==> config.mk <==
export PLATFORM = sky130hd
export DESIGN_NAME = appc_top
export DESIGN_NICKNAME = d
export VERILOG_FILES = /design/src/hdl/appc_pkg.sv /design/src/hdl/appc_ang_if.sv /design/src/hdl/appc_averager.sv /design/src/hdl/appc_top.sv
export SDC_FILE = /design/constraint.sdc
export NUM_CORES = 1
export LEC_CHECK = 0
export ABC_CLOCK_PERIOD_IN_PS = 11720
export BUFFER_PORTS_ARGS = -buffer_cell sky130_fd_sc_hd__buf_2
export CAP_MARGIN = 10
export CORE_MARGIN = 1
export CORE_UTILIZATION = 65
export CTS_BUF_LIST = sky130_fd_sc_hd__clkbuf_16
export CTS_CLUSTER_SIZE = 24
export DETAILED_ROUTE_END_ITERATION = 8
export HOLD_SLACK_MARGIN = 0.05
export PLACE_DENSITY = 0.86
export SETUP_SLACK_MARGIN = 0.3
export SLEW_MARGIN = 0
export SYNTH_ARGS = -nofsm -noshare
export SYNTH_HDL_FRONTEND = slang
export SYNTH_SLANG_ARGS = --single-unit
==> constraint.sdc <==
create_clock -name CLOCK -period 11.72 [get_ports CLOCK]
set_input_delay 1.172 -clock CLOCK [delete_from_list [all_inputs] [get_ports CLOCK]]
set_output_delay 1.172 -clock CLOCK [all_outputs]
set_load 0.02 [all_outputs]
==> src/hdl/appc_pkg.sv <==
// Package of register offsets, fields, reset values and timing constants
package appc_pkg;
  localparam int APPC_ADDR_W = 5;
  localparam logic [4:0] APPC_OFS_PULSE = 5'h1b;
  localparam logic [4:0] APPC_OFS_HEADING = 5'h1c;
  localparam int APPC_DATA_W = 24;
  // Pulse output control fields
  localparam int APPC_PO_ON = 23;
  localparam int APPC_PO_BAND_HI = 22;
  localparam int APPC_PO_BAND_LO = 20;
  localparam int APPC_PO_STEP_HI = 19;
  localparam int APPC_PO_STEP_LO = 16;
  localparam int APPC_PO_HYST = 14;
  localparam int APPC_PO_FREACT = 13;
  localparam int APPC_PO_FSTYLE = 12;
  localparam int APPC_PO_LINE = 3;
  localparam int APPC_PO_XCLK = 1;
  localparam int APPC_PO_CRC = 0;
  localparam logic [23:0] APPC_PO_RESET = 24'h670100;
  // Heading processing fields
  localparam int APPC_HD_AVG_HI = 23;
  localparam int APPC_HD_AVG_LO = 20;
  localparam int APPC_HD_FLIP = 19;
  localparam int APPC_HD_SENSE = 18;
  localparam int APPC_HD_HYS_HI = 17;
  localparam int APPC_HD_HYS_LO = 12;
  localparam int APPC_HD_OFS_HI = 11;
  localparam logic [23:0] APPC_HD_RESET = 24'h028000;
  localparam logic [3:0] APPC_AVG_MAX = 4'hc;
  localparam int APPC_ANGLE_W = 14;
  // Sample period and clock
  localparam int APPC_SAMPLE_NS = 1000;
  localparam int APPC_CLK_NS = 8;
  localparam int APPC_SAMPLE_CYC = APPC_SAMPLE_NS / APPC_CLK_NS;
  // Serial frame length that may carry one extra clock
  localparam logic [4:0] APPC_FRAME_BITS = 5'h10;
  // Carrier frequency table in Hz, index band*16+step
  localparam int APPC_FREQ_W = 12;
  localparam logic [11:0] APPC_FREQ_TAB [128] = '{
    12'd3125, 12'd3101, 12'd3077, 12'd3053, 12'd3030, 12'd3008, 12'd2985, 12'd2963,
    12'd2941, 12'd2920, 12'd2899, 12'd2878, 12'd2857, 12'd2837, 12'd2817, 12'd2797,
    12'd2778, 12'd2740, 12'd2703, 12'd2667, 12'd2632, 12'd2597, 12'd2564, 12'd2532,
    12'd2500, 12'd2469, 12'd2439, 12'd2410, 12'd2381, 12'd2353, 12'd2326, 12'd2299,
    12'd2273, 12'd2222, 12'd2174, 12'd2128, 12'd2083, 12'd2041, 12'd2000, 12'd1961,
    12'd1923, 12'd1887, 12'd1852, 12'd1818, 12'd1786, 12'd1754, 12'd1724, 12'd1695,
    12'd1667, 12'd1613, 12'd1563, 12'd1515, 12'd1471, 12'd1429, 12'd1389, 12'd1351,
    12'd1316, 12'd1282, 12'd1250, 12'd1220, 12'd1190, 12'd1163, 12'd1136, 12'd1111,
    12'd1087, 12'd1042, 12'd1000, 12'd962, 12'd926, 12'd893, 12'd862, 12'd833,
    12'd806, 12'd781, 12'd758, 12'd735, 12'd714, 12'd694, 12'd676, 12'd658,
    12'd641, 12'd610, 12'd581, 12'd556, 12'd532, 12'd510, 12'd490, 12'd472,
    12'd455, 12'd439, 12'd424, 12'd410, 12'd397, 12'd385, 12'd373, 12'd362,
    12'd352, 12'd333, 12'd316, 12'd301, 12'd287, 12'd275, 12'd263, 12'd253,
    12'd243, 12'd234, 12'd225, 12'd217, 12'd210, 12'd203, 12'd197, 12'd191,
    12'd185, 12'd175, 12'd166, 12'd157, 12'd150, 12'd143, 12'd137, 12'd131,
    12'd126, 12'd121, 12'd116, 12'd112, 12'd108, 12'd105, 12'd101, 12'd98
  };
endpackage

==> src/hdl/appc_ang_if.sv <==
// Interface carrying averaged angle from the averager to the heading logic
`timescale 1ns/1ps
interface appc_ang_if;
  logic [13:0] angle;
  logic valid;
  logic [3:0] depth;
  modport src (output angle, output valid, input depth);
  modport dst (input angle, input valid, output depth);
endinterface

==> src/hdl/appc_averager.sv <==
// Averager of one-microsecond angle samples in groups of a power of two
`timescale 1ns/1ps
module appc_averager
  import appc_pkg::*;
#(
  parameter int ANGLE_W = APPC_ANGLE_W
)
(
  // Clock and reset
  input wire logic clk,
  input wire logic rst_n,
  // Raw samples
  input wire logic [ANGLE_W-1:0] sample,
  input wire logic sample_stb,
  // Averaged result
  appc_ang_if.src out
);
  initial
  begin
    if (ANGLE_W != APPC_ANGLE_W) $error("appc_averager: angle width must be 14");
  end

  logic [25:0] acc_r;
  logic [12:0] cnt_r;
  logic [3:0] depth_c;
  logic [12:0] last_c;
  logic [25:0] sum_c;

  always_comb
  begin
    depth_c = (out.depth > APPC_AVG_MAX) ? APPC_AVG_MAX : out.depth; // [RQ11]
    last_c = 13'((14'h0001 << depth_c) - 14'h0001);
    sum_c = acc_r + 26'(sample);
  end

  always_ff @(posedge clk)
  begin
    if (!rst_n)
    begin
      acc_r <= '0;
      cnt_r <= '0;
      out.valid <= 1'b0;
      out.angle <= '0;
    end
    else
    begin
      out.valid <= 1'b0;
      if (sample_stb)
      begin
        if (cnt_r >= last_c) // [RQ10]
        begin
          out.angle <= 14'(sum_c >> depth_c);
          out.valid <= 1'b1;
          acc_r <= '0;
          cnt_r <= '0;
        end
        else
        begin
          acc_r <= sum_c;
          cnt_r <= cnt_r + 13'h0001;
        end
      end
    end
  end

  avg_group_a: assert property (@(posedge clk) disable iff (!rst_n)
    (sample_stb && depth_c == 4'h0) |=> out.valid) // [RQ10]
    else $error("depth zero must emit each sample");
  avg_clamp_a: assert property (@(posedge clk) disable iff (!rst_n)
    depth_c <= APPC_AVG_MAX) // [RQ11]
    else $error("averaging depth above twelve");
endmodule

==> src/hdl/appc_top.sv <==
// Pulse output and angle post-processing configuration block
//
// Contract
// [RQ1] Enable bit drives or releases pulse pin
// [RQ2] Band and step select carrier table
// [RQ3] Hysteresis bit gates pulse value hysteresis
// [RQ4] Fault react bit makes output see errors
// [RQ5] Style zero releases pin on errors
// [RQ6] Style one halves carrier, codes duty
// [RQ7] CRC bit chooses checking and discard
// [RQ8] Line command ignore bit drops commands
// [RQ9] Extra clock bit ignores seventeenth edge
// [RQ10] Average two-power samples, one update each
// [RQ11] Averaging depth clamps at twelve
// [RQ12] Host should keep averaging at zero
// [RQ13] Flip bit adds half turn last
// [RQ14] Sense bit reverses direction after offset
// [RQ15] Six-bit angle hysteresis in 14-bit steps
// [RQ16] Subtract 12-bit offset before direction
// [RQ17] All angle arithmetic wraps modulo revolution; the averager sums and divides raw samples without wrap
// [RQ18] Carrier and errors only while enabled
`timescale 1ns/1ps
module appc_top
  import appc_pkg::*;
(
  // Clock and reset
  input wire logic CLOCK,
  input wire logic RST_N,
  // Register port
  input wire logic [4:0] REG_ADDR,
  input wire logic REG_WR,
  input wire logic [23:0] REG_WDATA,
  output logic [23:0] REG_RDATA,
  // Measured angle samples
  input wire logic [13:0] RAW_ANGLE,
  input wire logic RAW_STB,
  // Error state and fault duty code
  input wire logic FAULT_ANY,
  input wire logic [11:0] FAULT_DUTY,
  // Serial packet checks
  input wire logic PKT_DONE,
  input wire logic PKT_CRC_OK,
  input wire logic [4:0] SER_EDGE_CNT,
  input wire logic SER_EDGE,
  // Supply line commands
  input wire logic LINE_CMD_STB,
  // Outputs
  output logic PULSE_OUT,
  output logic PULSE_OE,
  output logic [11:0] CARRIER_HZ,
  output logic [13:0] ANGLE_OUT,
  output logic ANGLE_VALID,
  output logic PKT_ACCEPT,
  output logic PKT_DISCARD,
  output logic LINE_CMD_TAKE,
  output logic SER_EDGE_TAKE
);
  typedef enum logic [2:0]
  {
    APPC_OFF = 3'b001,
    APPC_RUN = 3'b010,
    APPC_FLT = 3'b100
  } appc_mode_e;

  logic [23:0] pulse_output_control_r;
  logic [23:0] heading_processing_control_r;
  appc_mode_e mode_r;
  appc_mode_e mode_nxt;
  logic [11:0] period_r;
  logic [11:0] phase_r;
  logic [11:0] duty_r;
  logic [11:0] duty_nxt;
  logic [13:0] held_r;
  logic [13:0] proc_c;
  logic [13:0] hyst_c;
  logic [13:0] diff_c;
  logic [13:0] gap_c;
  logic [6:0] tab_idx_c;
  logic pulse_out_on;
  logic pulse_hyst_on;
  logic pulse_fault_react;
  logic fault_signal_style;
  logic crc_check_skip;
  logic line_cmd_ignore;
  logic extra_clock_ignore;
  logic [3:0] average_depth_exp;
  logic turn_sense_select;
  logic half_turn_flip;
  logic [5:0] hyst_steps;
  logic [11:0] zero_offset;
  logic [7:0] us_cnt_r;
  logic us_tick_r;
  logic [13:0] samp_r;

  appc_ang_if avg_if ();

  assign pulse_out_on = pulse_output_control_r[APPC_PO_ON];
  assign pulse_hyst_on = pulse_output_control_r[APPC_PO_HYST];
  assign pulse_fault_react = pulse_output_control_r[APPC_PO_FREACT];
  assign fault_signal_style = pulse_output_control_r[APPC_PO_FSTYLE];
  assign crc_check_skip = pulse_output_control_r[APPC_PO_CRC];
  assign line_cmd_ignore = pulse_output_control_r[APPC_PO_LINE];
  assign extra_clock_ignore = pulse_output_control_r[APPC_PO_XCLK];
  assign average_depth_exp = heading_processing_control_r[APPC_HD_AVG_HI:APPC_HD_AVG_LO];
  assign turn_sense_select = heading_processing_control_r[APPC_HD_SENSE];
  assign half_turn_flip = heading_processing_control_r[APPC_HD_FLIP];
  assign hyst_steps = heading_processing_control_r[APPC_HD_HYS_HI:APPC_HD_HYS_LO];
  assign zero_offset = heading_processing_control_r[APPC_HD_OFS_HI:0];
  assign avg_if.depth = average_depth_exp;

  // Register writes
  always_ff @(posedge CLOCK)
  begin
    if (!RST_N)
    begin
      pulse_output_control_r <= APPC_PO_RESET;
      heading_processing_control_r <= APPC_HD_RESET;
    end
    else if (REG_WR)
    begin
      if (REG_ADDR == APPC_OFS_PULSE)
        pulse_output_control_r <= REG_WDATA;
      if (REG_ADDR == APPC_OFS_HEADING)
        heading_processing_control_r <= REG_WDATA;
    end
  end

  // Register reads
  always_ff @(posedge CLOCK)
  begin
    if (!RST_N)
      REG_RDATA <= '0;
    else
    begin
      case (REG_ADDR)
        APPC_OFS_PULSE: REG_RDATA <= pulse_output_control_r;
        APPC_OFS_HEADING: REG_RDATA <= heading_processing_control_r;
        default: REG_RDATA <= '0;
      endcase
    end
  end

  // Microsecond sample pacing
  always_ff @(posedge CLOCK)
  begin
    if (!RST_N)
    begin
      us_cnt_r <= '0;
      us_tick_r <= 1'b0;
      samp_r <= '0;
    end
    else
    begin
      if (RAW_STB)
        samp_r <= RAW_ANGLE;
      us_tick_r <= (us_cnt_r == 8'(APPC_SAMPLE_CYC - 1));
      if (us_cnt_r == 8'(APPC_SAMPLE_CYC - 1))
        us_cnt_r <= '0;
      else
        us_cnt_r <= us_cnt_r + 8'h01;
    end
  end

  appc_averager #(.ANGLE_W(APPC_ANGLE_W)) u_avg (
    .clk(CLOCK),
    .rst_n(RST_N),
    .sample(samp_r),
    .sample_stb(us_tick_r),
    .out(avg_if.src)
  );

  // Offset, direction, half-turn, all modulo one turn
  always_comb
  begin
    proc_c = avg_if.angle - {zero_offset, 2'b00}; // [RQ16] [RQ17]
    if (turn_sense_select)
      proc_c = 14'h0000 - proc_c; // [RQ14]
    if (half_turn_flip)
      proc_c = proc_c + 14'h2000; // [RQ13]
    diff_c = proc_c - held_r;
    gap_c = diff_c[13] ? (14'h0000 - diff_c) : diff_c;
    hyst_c = (gap_c > 14'(hyst_steps)) ? proc_c : held_r; // [RQ15]
  end

  always_ff @(posedge CLOCK)
  begin
    if (!RST_N)
    begin
      held_r <= '0;
      ANGLE_OUT <= '0;
      ANGLE_VALID <= 1'b0;
    end
    else
    begin
      ANGLE_VALID <= avg_if.valid;
      if (avg_if.valid)
      begin
        held_r <= hyst_c;
        ANGLE_OUT <= hyst_c; // [RQ15]
      end
    end
  end

  // Pulse mode selection
  always_comb
  begin
    mode_nxt = APPC_RUN;
    if (!pulse_out_on)
      mode_nxt = APPC_OFF; // [RQ1] [RQ18]
    else if (pulse_fault_react && FAULT_ANY) // [RQ4]
      mode_nxt = APPC_FLT;
    tab_idx_c = {pulse_output_control_r[APPC_PO_BAND_HI:APPC_PO_BAND_LO],
                 pulse_output_control_r[APPC_PO_STEP_HI:APPC_PO_STEP_LO]}; // [RQ2]
    duty_nxt = pulse_hyst_on ? held_r[13:2] : proc_c[13:2]; // [RQ3]
    if (mode_nxt == APPC_FLT && fault_signal_style)
      duty_nxt = FAULT_DUTY; // [RQ6]
  end

  always_ff @(posedge CLOCK)
  begin
    if (!RST_N)
      mode_r <= APPC_OFF;
    else
      mode_r <= mode_nxt;
  end

  // Carrier and duty generation
  always_ff @(posedge CLOCK)
  begin
    if (!RST_N)
    begin
      period_r <= '0;
      phase_r <= '0;
      duty_r <= '0;
      CARRIER_HZ <= '0;
      PULSE_OUT <= 1'b0;
      PULSE_OE <= 1'b0;
    end
    else
    begin
      case (mode_nxt)
        APPC_OFF:
        begin
          CARRIER_HZ <= '0;
          PULSE_OE <= 1'b0; // [RQ1] [RQ18]
          PULSE_OUT <= 1'b0;
        end
        APPC_RUN:
        begin
          CARRIER_HZ <= APPC_FREQ_TAB[tab_idx_c]; // [RQ2]
          PULSE_OE <= 1'b1; // [RQ1]
          PULSE_OUT <= (phase_r < duty_r);
        end
        APPC_FLT:
        begin
          CARRIER_HZ <= APPC_FREQ_TAB[tab_idx_c] >> 1; // [RQ6]
          PULSE_OE <= fault_signal_style; // [RQ5]
          PULSE_OUT <= fault_signal_style && (phase_r < duty_r);
        end
        default:
        begin
          CARRIER_HZ <= '0;
          PULSE_OE <= 1'b0;
          PULSE_OUT <= 1'b0;
        end
      endcase
      period_r <= 12'hfff;
      if (phase_r == period_r)
      begin
        phase_r <= '0;
        duty_r <= duty_nxt;
      end
      else
        phase_r <= phase_r + 12'h001;
    end
  end

  // Serial and line command filtering
  always_ff @(posedge CLOCK)
  begin
    if (!RST_N)
    begin
      PKT_ACCEPT <= 1'b0;
      PKT_DISCARD <= 1'b0;
      LINE_CMD_TAKE <= 1'b0;
      SER_EDGE_TAKE <= 1'b0;
    end
    else
    begin
      PKT_ACCEPT <= PKT_DONE && (crc_check_skip ? 1'b1 : PKT_CRC_OK); // [RQ7]
      PKT_DISCARD <= PKT_DONE && !crc_check_skip && !PKT_CRC_OK; // [RQ7]
      LINE_CMD_TAKE <= LINE_CMD_STB && !line_cmd_ignore; // [RQ8]
      SER_EDGE_TAKE <= SER_EDGE && !(extra_clock_ignore && SER_EDGE_CNT == APPC_FRAME_BITS); // [RQ9]
    end
  end

  pin_off_a: assert property (@(posedge CLOCK) disable iff (!RST_N)
    !pulse_out_on |=> !PULSE_OE) // [RQ1]
    else $error("pulse pin driven while disabled");
  fault_tristate_a: assert property (@(posedge CLOCK) disable iff (!RST_N)
    (pulse_out_on && pulse_fault_react && !fault_signal_style && FAULT_ANY) |=> !PULSE_OE) // [RQ5]
    else $error("pin not released on fault");
  fault_halve_a: assert property (@(posedge CLOCK) disable iff (!RST_N)
    (pulse_out_on && pulse_fault_react && fault_signal_style && FAULT_ANY)
    |=> CARRIER_HZ == ($past(APPC_FREQ_TAB[tab_idx_c]) >> 1)) // [RQ6]
    else $error("carrier not halved on fault");
  no_react_a: assert property (@(posedge CLOCK) disable iff (!RST_N)
    (pulse_out_on && !pulse_fault_react) |=> PULSE_OE) // [RQ4]
    else $error("output reacted to fault while disabled");
  carrier_tab_a: assert property (@(posedge CLOCK) disable iff (!RST_N)
    (pulse_out_on && !FAULT_ANY && tab_idx_c == 7'h00) |=> CARRIER_HZ == 12'd3125) // [RQ2]
    else $error("carrier table entry wrong");
  crc_drop_a: assert property (@(posedge CLOCK) disable iff (!RST_N)
    (PKT_DONE && !crc_check_skip && !PKT_CRC_OK) |=> PKT_DISCARD && !PKT_ACCEPT) // [RQ7]
    else $error("bad packet not discarded");
  line_ign_a: assert property (@(posedge CLOCK) disable iff (!RST_N)
    (LINE_CMD_STB && line_cmd_ignore) |=> !LINE_CMD_TAKE) // [RQ8]
    else $error("line command taken while ignored");
  edge17_a: assert property (@(posedge CLOCK) disable iff (!RST_N)
    (SER_EDGE && extra_clock_ignore && SER_EDGE_CNT == APPC_FRAME_BITS) |=> !SER_EDGE_TAKE) // [RQ9]
    else $error("extra clock edge not ignored");
  flip_last_a: assert property (@(posedge CLOCK) disable iff (!RST_N)
    (avg_if.valid && hyst_steps == 6'h00 && !turn_sense_select && half_turn_flip)
    |=> ANGLE_OUT == 14'($past(avg_if.angle) - {$past(zero_offset), 2'b00} + 14'h2000)) // [RQ13] [RQ16]
    else $error("offset or half turn wrong");
  sense_rev_a: assert property (@(posedge CLOCK) disable iff (!RST_N)
    (avg_if.valid && hyst_steps == 6'h00 && turn_sense_select && !half_turn_flip)
    |=> ANGLE_OUT == 14'(14'h0000 - ($past(avg_if.angle) - {$past(zero_offset), 2'b00}))) // [RQ14] [RQ17]
    else $error("direction reversal wrong");
  hyst_hold_a: assert property (@(posedge CLOCK) disable iff (!RST_N)
    (avg_if.valid && gap_c <= 14'(hyst_steps)) |=> held_r == $past(held_r)) // [RQ15]
    else $error("hysteresis let small step through");
  pulse_hyst_a: assert property (@(posedge CLOCK) disable iff (!RST_N)
    (phase_r == period_r && !(pulse_out_on && pulse_fault_react && FAULT_ANY) && pulse_hyst_on)
    |=> duty_r == $past(held_r[13:2])) // [RQ3]
    else $error("pulse hysteresis source wrong");
  mode_hot_a: assert property (@(posedge CLOCK) disable iff (!RST_N)
    $onehot(mode_r)) // [RQ1]
    else $error("pulse mode not one-hot");
endmodule

==> results.sh <==
export IMPL_maxCapViolations=0
export IMPL_row_count=54
export IMPL_viasPerCell=6.333
export IMPL_worst_slew_pin_slew_ns=1.074
export IMPL_drc_errors=0
export IMPL_initial_utilization_pct=66.15
export IMPL_crit_path_start="heading_processing_control_r[0]$_SDFFE_PN0P_"
export IMPL_cp_slowest_cell="o41a_1"
export IMPL_drive_above_1_share_pct=11.03
export IMPL_h_tree_depth=1
export IMPL_nFillCells=1785
export IMPL_finalSetupViolations=0
export IMPL_min_period_ns=7.075
export IMPL_worstPathMaxFanout=20
export IMPL_final_common_cell="nand2_1"
export IMPL_ant_nets=0
export IMPL_powerDensity_nw_per_um2=108.8
export IMPL_status="completed"
export IMPL_wl_per_cell_um=17.92
export IMPL_holdCritStartpoint="duty_r[8]$_SDFFE_PN0P_"
export IMPL_coreArea_sq_um=21760
export IMPL_layout_worst_path_cycle_share_pct=60.37
export IMPL_end_kind="flip-flop"
export IMPL_r2r_end="held_r[6]$_SDFFE_PN0P_"
export IMPL_die_w_um=150.8
export IMPL_clkPwrFrac_pct=45.5
export IMPL_worst_slack_ns=4.645
export IMPL_grt_pass1_vias=13020
export IMPL_p_int_mw=1.285
export IMPL_rr_startpoint="heading_processing_control_r[0]$_SDFFE_PN0P_"
export IMPL_post_route_util_pct=72.54
export IMPL_cts_hold_buf=0
export IMPL_clock_latency_ns=0.53
export IMPL_critPathMaxStageDelay_ns=0.57
export IMPL_post_cts_resized=0
export IMPL_pre_cts_slack_ns=4.587
export IMPL_worstRegToRegCells=30
export IMPL_drtIter0Drc=1298
export IMPL_grt_pass1_wl_um=63940
export IMPL_relSlewSlack_pct=28.42
export IMPL_slew_violations=0
export IMPL_total_power_mw=1.717
export IMPL_startpoint_type="flip-flop"
export IMPL_hold_viol=0
export IMPL_grt_max_degree=85
export IMPL_synth_ff_type="dfxtp_1"
export IMPL_hp_class="flip-flop to flip-flop"
export IMPL_synth_area_per_cell_sq_um=7.563
export IMPL_clockBufferDepth=3
export IMPL_syn_instance_count=1903
export IMPL_area_delta_synth_final_pct=9.650
export IMPL_num_vias=14120
export IMPL_drt_total_wl_um=39970
export IMPL_ys_seq_area_share_pct=28.79
export IMPL_ir_drop_mv=0.1227
export IMPL_cp_endpoint="held_r[6]$_SDFFE_PN0P_"
export IMPL_async_flop_share_pct=0
export IMPL_worstPathArrival_ns=7.46
export IMPL_postCtsSetupBuffers=0
export IMPL_gr_usage_all_layers_pct=34.80
export IMPL_switching_share_pct=25.17
export IMPL_firstDrtPassIters=6
export IMPL_ys_warn_count=0
export IMPL_grt_ovfl_total=0
export IMPL_p_switching_uw=432.3
export IMPL_tritoncts="yes"
export IMPL_synth_nets=2066
export IMPL_ios=126
export IMPL_p_comb_share_pct=12.6
export IMPL_crit_type="flip-flop to flip-flop"
export IMPL_fp_dieH_um=150.8
export IMPL_antenna_cells=0
export IMPL_antenna_found_initial=0
export IMPL_numCtsBuffers=23
export IMPL_layout_common_cells="nand2_1 (239), nor2_1 (214), dfxtp_1 (206)"
export IMPL_skew_ns=0.02208
export IMPL_max_freq_mhz=141.3
export IMPL_cp_required_ns=12.10
export IMPL_tns_ns=0
export IMPL_dieArea_sq_um=22740
export IMPL_synth_edf_count=0
export IMPL_clkSlewWorstSetupHoldPaths_ns=0.07
export IMPL_synth_area_sq_um=14390
export IMPL_leakage_nw=6.428
export IMPL_r2r_setup_slack_ns=4.65
export IMPL_cts_root_buf="clkbuf_16"
export IMPL_rsz0062_at_grt="false"
export IMPL_nets=2098
export IMPL_gp_congestion=0.9438
export IMPL_hpwl_um=29130
export IMPL_port_buffers=125
export IMPL_yosys_register_bits=207
export IMPL_ys_types=82
export IMPL_p_seq_share_pct=41.9
export IMPL_clkSinkCount=207
-- Yosys cell counts (6+ instances only) --
cell      count  area share (%)
a211oi_1     33             1.7
a21o_1       29             1.5
a21oi_1     166             5.8
a221oi_1     12            0.73
a22o_1        6            0.37
a22oi_1      28             1.5
a311oi_1      7            0.43
a31oi_1      24             1.0
and2_1       12            0.52
and3_1       22            0.96
buf_1        15            0.39
clkbuf_1    115             3.0
dfxtp_1     207              29
ha_1         91             7.9
inv_1        86             2.2
mux2i_1      46             3.2
mux4_2        8             1.3
nand2_1     239             6.2
nand2b_1     29             1.3
nand3_1      70             2.4
nand3b_1     12            0.63
nand4_1       9            0.39
nor2_1      216             5.6
nor2b_1      19            0.83
nor3_1       21            0.73
nor4_1        6            0.26
o211ai_1     28             1.5
o21a_1       12            0.63
o21ai_0      94             3.3
o221ai_1      6            0.37
o22ai_1      10            0.43
o31ai_1      13            0.68
o31ai_2       7            0.61
or3_1         8            0.35
xnor2_1      46             2.8
xor2_1       39             2.4
-- critical path: cells and delay by family, from the launching register on --
kind            cells  cell delay, ns
compound gates     12            2.71
xor+xnor            4            1.20
fa+ha+maj           4            1.14
simple gates        8            1.13
flops               1            0.40
buf+inv             2            0.31
-- routing by layer --
metal  track usage (%)  wire length, um
met5                 0                0
met4             14.40             1355
met3             5.030             3122
met2             59.91            19250
met1             43.38            16240
-- flip-flops by register name, summed over array words and instances, names as in the netlist --
signal / flops
u_avg.out.angle: 14
us_cnt_r: 8
REG_RDATA: 24
PKT_ACCEPT: 1
held_r: 14
us_tick_r: 1
period_r: 1
SER_EDGE_TAKE: 1
u_avg.acc_r: 26
PULSE_OE: 1
LINE_CMD_TAKE: 1
ANGLE_VALID: 1
pulse_output_control_r: 24
u_avg.out.valid: 1
PKT_DISCARD: 1
CARRIER_HZ: 12
samp_r: 14
heading_processing_control_r: 24
phase_r: 12
PULSE_OUT: 1
duty_r: 12
u_avg.cnt_r: 13
-- layout make-up --
type	instances	area [sq um]	area share, %
Sequential cell	207	4145	26.27
Tap cell	280	350.3	2.220
Clock buffer	23	575.6	3.647
Timing Repair Buffer	141	753.2	4.773
Inverter	89	336.6	2.133
Multi-Input combinational cell	1473	9387	59.48
Clock inverter	17	234.0	1.483
-- worst min path at each step --
stage | cells past startpoint | slack [ns] | to
3_3_place_gp | 2 | 0.44 | duty_r[8]$_SDFFE_PN0P_
2_1_floorplan | 1 | 0.41 | LINE_CMD_TAKE$_SDFF_PN0_
3_5_place_dp | 2 | 0.45 | duty_r[10]$_SDFFE_PN0P_
6_report | 2 | 0.45 | duty_r[8]$_SDFFE_PN0P_
5_1_grt | 2 | 0.46 | duty_r[10]$_SDFFE_PN0P_
4_1_cts | 2 | 0.45 | duty_r[10]$_SDFFE_PN0P_
-- power by group through the flow --
stage	sequential (mW)	combinational (mW)	clock, mW
CTS	0.719	0.214	0.788
finish	0.719	0.217	0.781
floorplan	0.733	0.153	0
global route	0.720	0.237	0.816
global placement	0.734	0.211	0
detailed placement	0.735	0.212	0
-- metrics by stage --
stage,std cells,area (sq um),hold slack (ns)
detailed placement,2189,14960,0.4457
finish,2230,15780,0.4511
CTS,2229,15770,0.4521
floorplan,1903,14390,0.4105
global route,2230,15780,0.4645
global placement,2189,14960,0.4404
-- cell families (layout without fill, tap and decap cells) --
group,count (synthesis),after routing,synth area share [%]
buf+inv,223,270,6.024
compound gates,545,545,24.98
other cells,1,1,0.02606
xor+xnor,87,87,5.399
flops,207,207,28.79
simple gates,687,687,21.62
fa+ha+maj,95,95,8.398
mux,58,58,4.764
Note: power is estimated with default switching activity, not from simulation.
